$ cat config.mk
export PLATFORM = sky130hd
export DESIGN_NAME = sdi_strap_init
export DESIGN_NICKNAME = d
export VERILOG_FILES = /design/src/sdi_strap_init.v
export VERILOG_INCLUDE_DIRS = /design/src
export SDC_FILE = /design/constraint.sdc
export NUM_CORES = 1
export LEC_CHECK = 0
export ABC_AREA = 1
export BUFFER_PORTS_ARGS = -buffer_cell sky130_fd_sc_hd__clkbuf_2
export CAP_MARGIN = 25
export CELL_PAD_IN_SITES_DETAIL_PLACEMENT = 0
export CELL_PAD_IN_SITES_GLOBAL_PLACEMENT = 1
export CORE_MARGIN = 1.5
export CORE_UTILIZATION = 40
export DETAILED_ROUTE_END_ITERATION = 16
export PLACE_DENSITY = 0.84
export SLEW_MARGIN = 30
export SYNTH_ARGS = -nofsm -noshare
export SYNTH_HDL_FRONTEND = slang
export SYNTH_SLANG_ARGS = --single-unit
$ cat constraint.sdc
create_clock -name I_CLK -period 3.1 [get_ports I_CLK]
set_clock_uncertainty 0.15 [all_clocks]
set_input_delay 0.62 -clock I_CLK [delete_from_list [all_inputs] [get_ports I_CLK]]
set_output_delay 0.62 -clock I_CLK [all_outputs]
set_load 0.05 [all_outputs]
$ cat src/sdi_defs.vh
`ifndef SDI_DEFS_VH
`define SDI_DEFS_VH
// ----------------------------------------------------------------
// Register map (word indices, byte address bits 5:2)
// ----------------------------------------------------------------
`define SDI_A_GCTL      4'h0
`define SDI_A_STRAP     4'h1
`define SDI_A_MODE      4'h2
`define SDI_A_STATUS    4'h3
`define SDI_A_SYSCFG    4'h4
`define SDI_A_PORTCFG   4'h5
`define SDI_A_BUFCFG    4'h6
`define SDI_A_PHYMAP    4'h7
`define SDI_A_FEBUF     4'h8
`define SDI_A_REGBITS   4
// ----------------------------------------------------------------
// Control register fields
// ----------------------------------------------------------------
`define SDI_GCTL_INIT   4
`define SDI_GCTL_BIST   0
`define SDI_GCTL_TORST  1
// ----------------------------------------------------------------
// Strap field positions
// ----------------------------------------------------------------
`define SDI_S_DEBOUNCE  0
`define SDI_S_MODE_LO   1
`define SDI_S_MODE_HI   3
`define SDI_S_ID_LO     4
`define SDI_S_ID_HI     6
`define SDI_S_EEPROM_N  7
`define SDI_S_MODDET    9
`define SDI_S_TORST     12
// ----------------------------------------------------------------
// Host interface modes (strap bits 3:1)
// ----------------------------------------------------------------
`define SDI_M_UNMANAGED 3'h7
`define SDI_M_LT_SSI    3'h3
`define SDI_M_LT_MII    3'h2
`define SDI_M_PAR16     3'h0
`define SDI_M_PAR8      3'h1
`define SDI_HM_UNMGD    3'h0
`define SDI_HM_LTSSI    3'h1
`define SDI_HM_LTMII    3'h2
`define SDI_HM_P16      3'h3
`define SDI_HM_P8       3'h4
`define SDI_HM_RSVD     3'h7
// ----------------------------------------------------------------
// Default configuration values
// ----------------------------------------------------------------
`define SDI_AGE_SEC     16'h012C
`define SDI_FC_FRAMES   8'h60
`define SDI_MIN_FRAME   16'h0040
`define SDI_MAX_FRAME   16'h05F2
`define SDI_FE_POOL     12'h060
`define SDI_FE_THR      12'h030
`define SDI_UP_POOL     12'h180
`define SDI_UP_THR      12'h0C0
`define SDI_HDR_PAD     4'h8
`define SDI_PHY_FE_BASE 5'h08
`define SDI_PHY_UPLINK  5'h10
// ----------------------------------------------------------------
// Timing
// ----------------------------------------------------------------
`define SDI_CLK_MHZ     100
`define SDI_TO_SEC      5
`define SDI_INIT_US     100
`endif

$ cat src/sdi_strap_init.v
`timescale 1ns/1ps
`include "sdi_defs.vh"
// Function
// - Capture straps at reset, hold them afterwards
// - Bits 3:1 select unmanaged or lightly managed
// - Bits 3:1 select 16-bit or 8-bit parallel
// - Bit 0 enables serial strobe debounce
// - Bits 6:4 give serial bus identifier
// - Bit 7 low enables serial memory, unmanaged
// - Bit 9 enables module detect, types from straps
// - Bit 12 enables the timeout-reset monitor
// - Flag any machine busy over five seconds
// - Unmanaged applies defaults right after reset
// - Managed modes switch only after init-complete
// - System defaults: port VLAN, drops, aging 300
// - Flow control at 96, priorities lowest, no pools
// - Ports accept 64-1522, pad, strict priority, learn
// - Fast ports RMII, 100M full, pool 96/48
// - Uplink MII, 100M full, pool 384/192
// - Managed: reserved to host, interrupts enabled
// - Managed: host port 100M full, pad 8, no heartbeat
// - Memory self-test at power-up and on request
// - PHY address 0x08+n fast ports, 0x10 uplink
module sdi_strap_init #(
  parameter NPORT      = 8,                              // Fast Ethernet ports
  parameter BIST_CYC   = 256,                            // Self-test length
  parameter TO_CYC     = `SDI_TO_SEC * `SDI_CLK_MHZ * 1000000, // Stuck limit
  parameter INIT_CYC   = `SDI_INIT_US * `SDI_CLK_MHZ     // Table init time
) (
  input  wire             I_CLK,          // Core clock
  input  wire             I_RST,          // Sync reset, active high
  input  wire [15:0]      I_STRAP_BUS,    // Strap bus pins
  input  wire [NPORT-1:0] I_PORT_TX_EN_STRAP, // Per-port tx-enable straps
  input  wire             I_SM_BUSY,      // Any state machine non-idle
  input  wire [31:0]      I_HADDR,        // AHB address
  input  wire [1:0]       I_HTRANS,       // AHB transfer type
  input  wire             I_HWRITE,       // AHB write
  input  wire [2:0]       I_HSIZE,        // AHB size
  input  wire [31:0]      I_HWDATA,       // AHB write data
  input  wire             I_HSEL,         // AHB select
  input  wire             I_HREADY,       // AHB ready in
  output reg  [31:0]      O_HRDATA,       // AHB read data
  output wire             O_HREADYOUT,    // AHB ready out
  output wire             O_HRESP,        // AHB response
  output reg  [2:0]       O_HOST_MODE,    // Decoded host interface mode
  output reg              O_DEBOUNCE_EN,  // Serial strobe debounce on
  output reg  [2:0]       O_DEVICE_ID,    // Serial bus identifier
  output reg              O_EEPROM_LOAD_EN, // Serial memory loading on
  output reg              O_MODULE_DETECT_EN, // Module detect on
  output reg  [NPORT-1:0] O_MODULE_TYPE,  // Per-port module type
  output reg              O_TIMEOUT_EN,   // Timeout monitor on
  output reg              O_TIMEOUT_FLAG, // State machine stuck
  output reg              O_SWITCH_EN,    // Frame switching allowed
  output reg              O_BIST_RUN,     // Memory self-test running
  output reg              O_BIST_DONE,    // Self-test finished once
  output reg              O_TABLES_READY, // Control tables initialised
  output reg              O_MANAGED       // Managed or lightly managed
);

  // ----------------------------------------------------------------
  // Local state
  // ----------------------------------------------------------------
  reg  [15:0]      strap;
  reg  [NPORT-1:0] txen_strap;
  reg              captured;
  reg              init_complete;
  reg              bist_req;
  reg  [31:0]      bist_cnt;
  reg  [31:0]      init_cnt;
  reg  [31:0]      to_cnt;
  reg              dph_valid;
  reg              dph_write;
  reg  [`SDI_A_REGBITS-1:0] dph_idx;
  reg  [2:0]       next_mode;
  reg  [31:0]      rd_mux;
  wire [2:0]       mode_bits = strap[`SDI_S_MODE_HI:`SDI_S_MODE_LO];
  wire             addr_phase = I_HSEL & I_HREADY & I_HTRANS[1];
  wire             gctl_wr = dph_valid & dph_write & (dph_idx == `SDI_A_GCTL);

  // ----------------------------------------------------------------
  // Strap capture
  // ----------------------------------------------------------------
  // Pins are sampled on the first edge after reset release so that no
  // reset path loads a port value; afterwards only a new reset recaptures.
  always @(posedge I_CLK) begin
    if (I_RST) begin
      captured   <= 1'b0;
      strap      <= 16'h0000;
      txen_strap <= {NPORT{1'b0}};
    end else if (!captured) begin
      captured   <= 1'b1;
      strap      <= I_STRAP_BUS;
      txen_strap <= I_PORT_TX_EN_STRAP;
    end
  end

  // Host mode decode from bits 3:1
  always @* begin
    case (mode_bits)
      `SDI_M_UNMANAGED: next_mode = `SDI_HM_UNMGD;
      `SDI_M_LT_SSI:    next_mode = `SDI_HM_LTSSI;
      `SDI_M_LT_MII:    next_mode = `SDI_HM_LTMII;
      `SDI_M_PAR16:     next_mode = `SDI_HM_P16;
      `SDI_M_PAR8:      next_mode = `SDI_HM_P8;
      default:          next_mode = `SDI_HM_RSVD;
    endcase
  end

  // ----------------------------------------------------------------
  // Static configuration outputs
  // ----------------------------------------------------------------
  // Driven only from captured straps; no bus path reaches them.
  always @(posedge I_CLK) begin
    if (I_RST) begin
      O_HOST_MODE        <= `SDI_HM_UNMGD;
      O_DEBOUNCE_EN      <= 1'b0;
      O_DEVICE_ID        <= 3'h0;
      O_EEPROM_LOAD_EN   <= 1'b0;
      O_MODULE_DETECT_EN <= 1'b0;
      O_MODULE_TYPE      <= {NPORT{1'b0}};
      O_TIMEOUT_EN       <= 1'b0;
      O_MANAGED          <= 1'b0;
    end else if (captured) begin
      O_HOST_MODE        <= next_mode;
      O_MANAGED          <= (next_mode != `SDI_HM_UNMGD);
      O_DEBOUNCE_EN      <= strap[`SDI_S_DEBOUNCE];
      O_DEVICE_ID        <= strap[`SDI_S_ID_HI:`SDI_S_ID_LO];
      O_EEPROM_LOAD_EN   <= (next_mode == `SDI_HM_UNMGD) &
                            ~strap[`SDI_S_EEPROM_N];
      O_MODULE_DETECT_EN <= strap[`SDI_S_MODDET];
      O_MODULE_TYPE      <= strap[`SDI_S_MODDET] ? txen_strap
                                                 : {NPORT{1'b0}};
      O_TIMEOUT_EN       <= strap[`SDI_S_TORST];
    end
  end

  // ----------------------------------------------------------------
  // Table init, init-complete and switch gating
  // ----------------------------------------------------------------
  // Host writes before the tables are ready are the host's problem;
  // the ready flag lets software poll instead of timing the wait.
  always @(posedge I_CLK) begin
    if (I_RST) begin
      init_cnt       <= 32'h0000_0000;
      O_TABLES_READY <= 1'b0;
    end else if (!O_TABLES_READY) begin
      if (init_cnt >= INIT_CYC - 1)
        O_TABLES_READY <= 1'b1;
      else
        init_cnt <= init_cnt + 32'h0000_0001;
    end
  end

  always @(posedge I_CLK) begin
    if (I_RST) begin
      init_complete <= 1'b0;
      O_SWITCH_EN   <= 1'b0;
    end else begin
      if (gctl_wr)
        init_complete <= I_HWDATA[`SDI_GCTL_INIT];
      // Unmanaged switches at once; others wait for init-complete
      if (captured)
        O_SWITCH_EN <= (next_mode == `SDI_HM_UNMGD) ? 1'b1
                                                    : init_complete;
    end
  end

  // ----------------------------------------------------------------
  // Memory self-test
  // ----------------------------------------------------------------
  // Power-up run starts from reset; a control write with bit 0 set restarts it.
  always @(posedge I_CLK) begin
    if (I_RST) begin
      O_BIST_RUN  <= 1'b1;
      O_BIST_DONE <= 1'b0;
      bist_cnt    <= 32'h0000_0000;
      bist_req    <= 1'b0;
    end else begin
      bist_req <= gctl_wr & I_HWDATA[`SDI_GCTL_BIST];
      if (bist_req) begin
        O_BIST_RUN <= 1'b1;
        bist_cnt   <= 32'h0000_0000;
      end else if (O_BIST_RUN) begin
        if (bist_cnt >= BIST_CYC - 1) begin
          O_BIST_RUN  <= 1'b0;
          O_BIST_DONE <= 1'b1;
        end else begin
          bist_cnt <= bist_cnt + 32'h0000_0001;
        end
      end
    end
  end

  // ----------------------------------------------------------------
  // Timeout monitor
  // ----------------------------------------------------------------
  // Flag is sticky; software clears it, but a new hit in the same
  // cycle wins so the event is never lost.
  always @(posedge I_CLK) begin
    if (I_RST) begin
      to_cnt         <= 32'h0000_0000;
      O_TIMEOUT_FLAG <= 1'b0;
    end else begin
      if (O_TIMEOUT_EN && I_SM_BUSY) begin
        if (to_cnt < TO_CYC)
          to_cnt <= to_cnt + 32'h0000_0001;
      end else begin
        to_cnt <= 32'h0000_0000;
      end
      if (O_TIMEOUT_EN && I_SM_BUSY && to_cnt >= TO_CYC - 1)
        O_TIMEOUT_FLAG <= 1'b1;
      else if (gctl_wr && I_HWDATA[`SDI_GCTL_TORST])
        O_TIMEOUT_FLAG <= 1'b0;
    end
  end

  // ----------------------------------------------------------------
  // AHB-Lite slave
  // ----------------------------------------------------------------
  // Zero wait states; unmapped words read zero and ignore writes.
  always @(posedge I_CLK) begin
    if (I_RST) begin
      dph_valid <= 1'b0;
      dph_write <= 1'b0;
      dph_idx   <= {`SDI_A_REGBITS{1'b0}};
    end else if (I_HREADY) begin
      dph_valid <= addr_phase & (I_HADDR[31:6] == 26'h0);
      dph_write <= I_HWRITE;
      dph_idx   <= I_HADDR[5:2];
    end
  end

  assign O_HREADYOUT = 1'b1;
  assign O_HRESP     = 1'b0;

  // Read mux of default configuration and status
  always @* begin
    case (I_HADDR[5:2])
      `SDI_A_GCTL:    rd_mux = {27'h0, init_complete, 4'h0};
      `SDI_A_STRAP:   rd_mux = {{(16-NPORT){1'b0}}, txen_strap, strap};
      `SDI_A_MODE:    rd_mux = {24'h0, O_MANAGED, O_HOST_MODE, O_DEVICE_ID,
                                O_DEBOUNCE_EN};
      `SDI_A_STATUS:  rd_mux = {26'h0, O_TABLES_READY, O_SWITCH_EN,
                                O_TIMEOUT_FLAG, O_TIMEOUT_EN, O_BIST_DONE,
                                O_BIST_RUN};
      // Aging 300 s, flow control after 96 frames; other system
      // features (IP multicast, trunk, mirror, WRED, pools) read zero
      `SDI_A_SYSCFG:  rd_mux = {`SDI_AGE_SEC, `SDI_FC_FRAMES,
                                7'h00, O_MANAGED};
      // Max 1522, min 64 frame size
      `SDI_A_PORTCFG: rd_mux = {`SDI_MAX_FRAME, `SDI_MIN_FRAME};
      // Uplink pool and threshold, host port header padding
      `SDI_A_BUFCFG:  rd_mux = {4'h0, `SDI_UP_POOL, `SDI_UP_THR,
                                `SDI_HDR_PAD};
      // Fast and host port pool and threshold share one setting
      `SDI_A_FEBUF:   rd_mux = {8'h00, `SDI_FE_POOL,
                                `SDI_FE_THR};
      // Fast port PHY base and uplink PHY address
      `SDI_A_PHYMAP:  rd_mux = {19'h0, `SDI_PHY_UPLINK, 3'h0,
                                `SDI_PHY_FE_BASE};
      default:        rd_mux = 32'h0000_0000;
    endcase
  end

  // Read data registered into the data phase
  always @(posedge I_CLK) begin
    if (I_RST)
      O_HRDATA <= 32'h0000_0000;
    else if (I_HREADY)
      O_HRDATA <= (addr_phase && !I_HWRITE && I_HADDR[31:6] == 26'h0)
                  ? rd_mux : 32'h0000_0000;
  end

endmodule // sdi_strap_init

---- After elaboration in Yosys (flattened, before gate mapping) ----
Cells that the tools add are included.
storage, ports and cells
  register bits after elaboration ......... 185
  input port bits ......................... 99
  output and inout bits ................... 58
operators by class
  bitwise logic cells ..................... 13
  order comparisons ....................... 4
  mux-type cells .......................... 12
  equality and inequality tests ........... 12
  $add $sub $neg .......................... 3
  reductions and logical operators ........ 18
operator list
  kind                                                           number
  case mux 27 bit (9 select lines)                               1
  adder 32 x 1 -> 32 bit (second input constant)                 3
  >= comparator 32 x 14 -> 1 bit (second input constant)         1
  >= comparator 32 x 29 -> 1 bit (second input constant)         1
  >= comparator 32 x 8 -> 1 bit (second input constant)          1
  less-than comparator 32 x 29 -> 1 bit (second input constant)  1
  2-to-1 mux 32 bit                                              1
  logical NOT 26 bit                                             1
  == test 4 x 3 -> 1 bit (second input constant)                 4
  case mux 3 bit (5 select lines)                                1
  == test 4 x 2 -> 1 bit (second input constant)                 2
  logical NOT 4 bit                                              2
  2-to-1 mux 1 bit                                               8
  2-to-1 mux 8 bit                                               1
  bitwise AND 1 bit                                              7
  == test 3 x 2 -> 1 bit (second input constant)                 2
  logical NOT 3 bit                                              2
  inverter 1 bit                                                 6
  logical AND 1 bit                                              5
  == test 4 x 1 -> 1 bit (second input constant)                 1
  == test 4 bit (second input constant)                          1
  AND reduction 2 bit                                            2
  OR reduction 2 bit                                             2
  == test 3 x 1 -> 1 bit (second input constant)                 1
  other kinds (5)                                                5

---- Logic depth before layout (Yosys ltp) ----
  depth in word-level cells ............... 5
  gate-level depth with buffers ........... 11
  depth with buffers taken out ............ 11

---- Worst setup path after synthesis ----
No wires, ideal clock.
  path type ............................... input port to flip-flop
  start ................................... input I_HADDR[28]
  end ..................................... register O_HRDATA[13]
  slack ................................... 1325 ps
  arrival ................................. 1555 ps
  library setup time ...................... 70 ps
  stages .................................. 8
  data required time ...................... 2880 ps
  path through ............................ inv_1 > nand4_1 > nor2_1 > nand2_1 > nor2_2 > buf_2 > nand3_1 > a21oi_1
between the ends
  cells in the longest elaborated chain, start to end .. 3
RTL lines
  what                    RTL line              RTL
  start: declaration      sdi_strap_init.v:35   input wire [31:0] I_HADDR,
  logical NOT 26 bit      sdi_strap_init.v:270  O_HRDATA <= (addr_phase && !I_HWRITE && I_HADDR[31:6] == 26'h0)
  logical AND 1 bit       sdi_strap_init.v:270
  2-to-1 mux 32 bit       sdi_strap_init.v:271  ? rd_mux : 32'h0000_0000;
  end signal: assignment  sdi_strap_init.v:270
  end: declaration        sdi_strap_init.v:42   output reg [31:0] O_HRDATA,
Every way passes these cells.
A chain may end at the register's enable or synchronous reset.

---- Worst setup path after layout ----
  start ................................... register to_cnt[22]
  end ..................................... register to_cnt[20]
between the ends
  cells in the longest elaborated chain, start to end .. 1
RTL lines
  what                                   RTL line              RTL
  start: declaration                     sdi_strap_init.v:70   reg [31:0] to_cnt;
  start signal: assignment               sdi_strap_init.v:206  to_cnt <= to_cnt + 32'h0000_0001;
  less-than comparator 32 x 29 -> 1 bit  sdi_strap_init.v:205  if (to_cnt < TO_CYC)
Every way passes these cells.

==> impl_metrics.tcl <==
set metrics [dict create \
    synth_top_area_share_pct 42.9 \
    initial_core_util_pct 41.1 \
    clk_pin_slew_ns 0.08 \
    yosysTopAreaCell "dfxtp_1" \
    numPortBuffers 113 \
    routed_wl_um 21000 \
    drtIter0Drc 453 \
    max_freq_mhz 455 \
    gp_congestion 0.840 \
    worstMarginPinSlew_ns 0.869 \
    cts_buffers 17 \
    final_core_util_pct 47.6 \
    drive_gt1_share_pct 14.0 \
    drv_cap 0 \
    switching_share_pct 24.7 \
    syn_inst 1241 \
    clkPwrFrac_pct 44.2 \
    vdd_drop_max_mv 0.375 \
    rows 52 \
    dp.cells 1589 \
    die_height_um 148 \
    track_usage_pct 19.8 \
    antenna_found_initial 0 \
    finalHoldViolCount 0 \
    pwr_density_cell_nw_per_um2 492 \
    critPathCapture "to_cnt[20]$_SDFFE_PP0N_" \
    status "finished, final reports clean" \
    cp.required_ns 3.28 \
    p_int_mw 3.59 \
    cts_hold_repair.buffers 0 \
    hpwlAfterDp_um 15200 \
    finalCritPeriodShare_pct 70.8 \
    rsz0062_at_grt "false" \
    dpl_cell_area_um2 9120 \
    synth_edf_count 0 \
    startpoint_type "flip-flop" \
    num_vias 7746 \
    worstSkewPairLatency_ns 0.43 \
    crit_start "to_cnt[22]$_SDFFE_PP0N_" \
    first_pass_iters 5 \
    r2r-start "to_cnt[22]$_SDFFE_PP0N_" \
    setup-violations-final 0 \
    cts_root_buffer "clkbuf_16" \
    avgSynthCellArea_um2 6.74 \
    netlist_area_um2 8360 \
    hold_path_class "input pin to flip-flop" \
    worst_ep_arrival_time_ns 2.38 \
    drcViolationCount 0 \
    final_cell_mix "333 x nand2_1, 183 x nor2_1, 179 x dfxtp_1" \
    r2r_setup_slack_ns 0.90 \
    dpl_worst_slack_ns 0.756 \
    coreArea_um2 20400 \
    layout_commonest_cell "nand2_1" \
    area_growth_pct 16.0 \
    yosysSeqAreaShare_pct 42.9 \
    final_cells 1621 \
    cp_max_fo 18 \
    ys_seq_elements 179 \
    post_drt_wl_per_cell_um 13.0 \
    yosys_warnings 0 \
    worstSetupPathType "flip-flop to flip-flop" \
    n_fill_cell 2109 \
    die_x_um 148 \
    synth_flop_cell "dfxtp_1" \
    slew_violations 0 \
    cts_resized 0 \
    ys_top_cells_by_area "dfxtp_1 43%, nand2_1 15%, nor2_1 8.2%, nand3_1 6.9%, a21oi_1 6.3%" \
    p_sw_mw 1.18 \
    cts_buffer_depth 2 \
    period_needed_ns 2.20 \
    p_leak_nw 3.93 \
    cts.sinks 179 \
    overflow 0 \
    cts_tree "yes" \
    endpoint_kind "flip-flop" \
    grt_pass1_vias 7263 \
    ys_async_sr_fraction_pct 0 \
    io_pins 157 \
    slew_headroom_pct 42.0 \
    final_nets 1440 \
    synth_cell_types 35 \
    setup_slack_ns 0.904 \
    cts_max_level 4 \
    seq_power_share_pct 49.7 \
    postCtsSetupBuffers 0 \
    tns_ns 0 \
    antenna_left 0 \
    die-area_um2 21800 \
    fin_area_um2 9700 \
    antenna_cells 0 \
    worstReg2RegEnd "to_cnt[20]$_SDFFE_PP0N_" \
    p_comb_share_pct 6.1 \
    r2r_cells 9 \
    grt_pass1_wl_um 34800 \
    grt_max_degree 78 \
    viasPerCell 4.78 \
]
-- layer usage --
metal	share of wire, %	track usage, %	up-vias
met2	46	32.9	121
met5	0	0	-
li1	-	-	4114
met1	49	26.3	3492
met4	1.3	5.35	0
met3	4.0	3.49	19
-- sequential cells by signal (all words and copies together) (netlist names), 3 cells and up --
name / flops
strap: 16
txen_strap: 8
O_HOST_MODE: 3
dph_idx: 4
O_MODULE_TYPE: 8
init_cnt: 32
bist_cnt: 32
to_cnt: 32
O_DEVICE_ID: 3
O_HRDATA: 26
-- cells in the mapped netlist (11+ instances only) --
master / count
nor2_1: 183
nand3_1: 116
xnor2_1: 11
xor2_1: 11
inv_1: 132
dfxtp_1: 179
nand4_1: 28
nand2_1: 333
o21ai_0: 27
buf_4: 11
a21oi_1: 106
nand2_2: 11
clkbuf_1: 30
-- layout make-up --
| type | instances | area [um2] | area share (%) |
|---|---|---|---|
| sequential | 179 | 3580 | 37.0 |
| timing repair buffer | 125 | 671 | 6.92 |
| clock inverter | 12 | 120 | 1.24 |
| tap | 270 | 338 | 3.48 |
| multi-input combinational | 881 | 4030 | 41.5 |
| clock buffer | 20 | 457 | 4.71 |
| inverter | 134 | 503 | 5.19 |
-- metrics by stage --
step                total power, mW  hold WS (ns)
global placement               2.71         0.261
CTS                            4.82         0.259
finish                         4.77         0.269
detailed placement             2.71         0.262
global route                   4.94         0.276
floorplan                      2.61         0.253
-- power by group through the flow --
stage	Combinational [mW]	Sequential [mW]	Clock [mW]
3_5_place_dp	0.291	2.42	0
6_report	0.291	2.37	2.11
2_1_floorplan	0.175	2.44	0
5_1_grt	0.325	2.37	2.24
3_3_place_gp	0.290	2.42	0
4_1_cts	0.292	2.37	2.16
-- critical path, cell delays in order, from the launching register on --
cell	delay (ns)
dfxtp_1	0.41
nand2_1	0.14
nor2_1	0.13
nand2_1	0.07
nor2_2	0.16
nand2_2	0.22
nand2_4	0.24
buf_4	0.31
nand2_1	0.09
a21oi_1	0.15
-- worst min-delay path by stage --
| stage | startpoint | to | slack (ns) | cells after the start |
|---|---|---|---|---|
| 5_1_grt | I_STRAP_BUS[9] | strap[9]$_SDFFE_PP0N_ | 0.28 | 3 |
| 4_1_cts | I_STRAP_BUS[9] | strap[9]$_SDFFE_PP0N_ | 0.26 | 3 |
| 6_report | I_STRAP_BUS[9] | strap[9]$_SDFFE_PP0N_ | 0.27 | 3 |
| 2_1_floorplan | init_cnt[16]$_SDFFE_PP0P_ | init_cnt[16]$_SDFFE_PP0P_ | 0.25 | 2 |
| 3_3_place_gp | init_cnt[15]$_SDFFE_PP0P_ | init_cnt[15]$_SDFFE_PP0P_ | 0.26 | 2 |
| 3_5_place_dp | init_cnt[30]$_SDFFE_PP0P_ | init_cnt[30]$_SDFFE_PP0P_ | 0.26 | 2 |
-- cells by family (layout without fill, tap and decap cells) --
group | Yosys count | count (layout) | synth area share, %
AOI/OAI and AO/OA | 150 | 150 | 9.61
other | 2 | 8 | 0.0898
xor gates and xnor gates | 22 | 22 | 2.30
and+or+nand+nor | 698 | 698 | 35.4
adders and majority gates | 3 | 3 | 0.449
buffers and inverters | 187 | 291 | 9.26
DFF | 179 | 179 | 42.9
(Power assumes the default switching activity.)
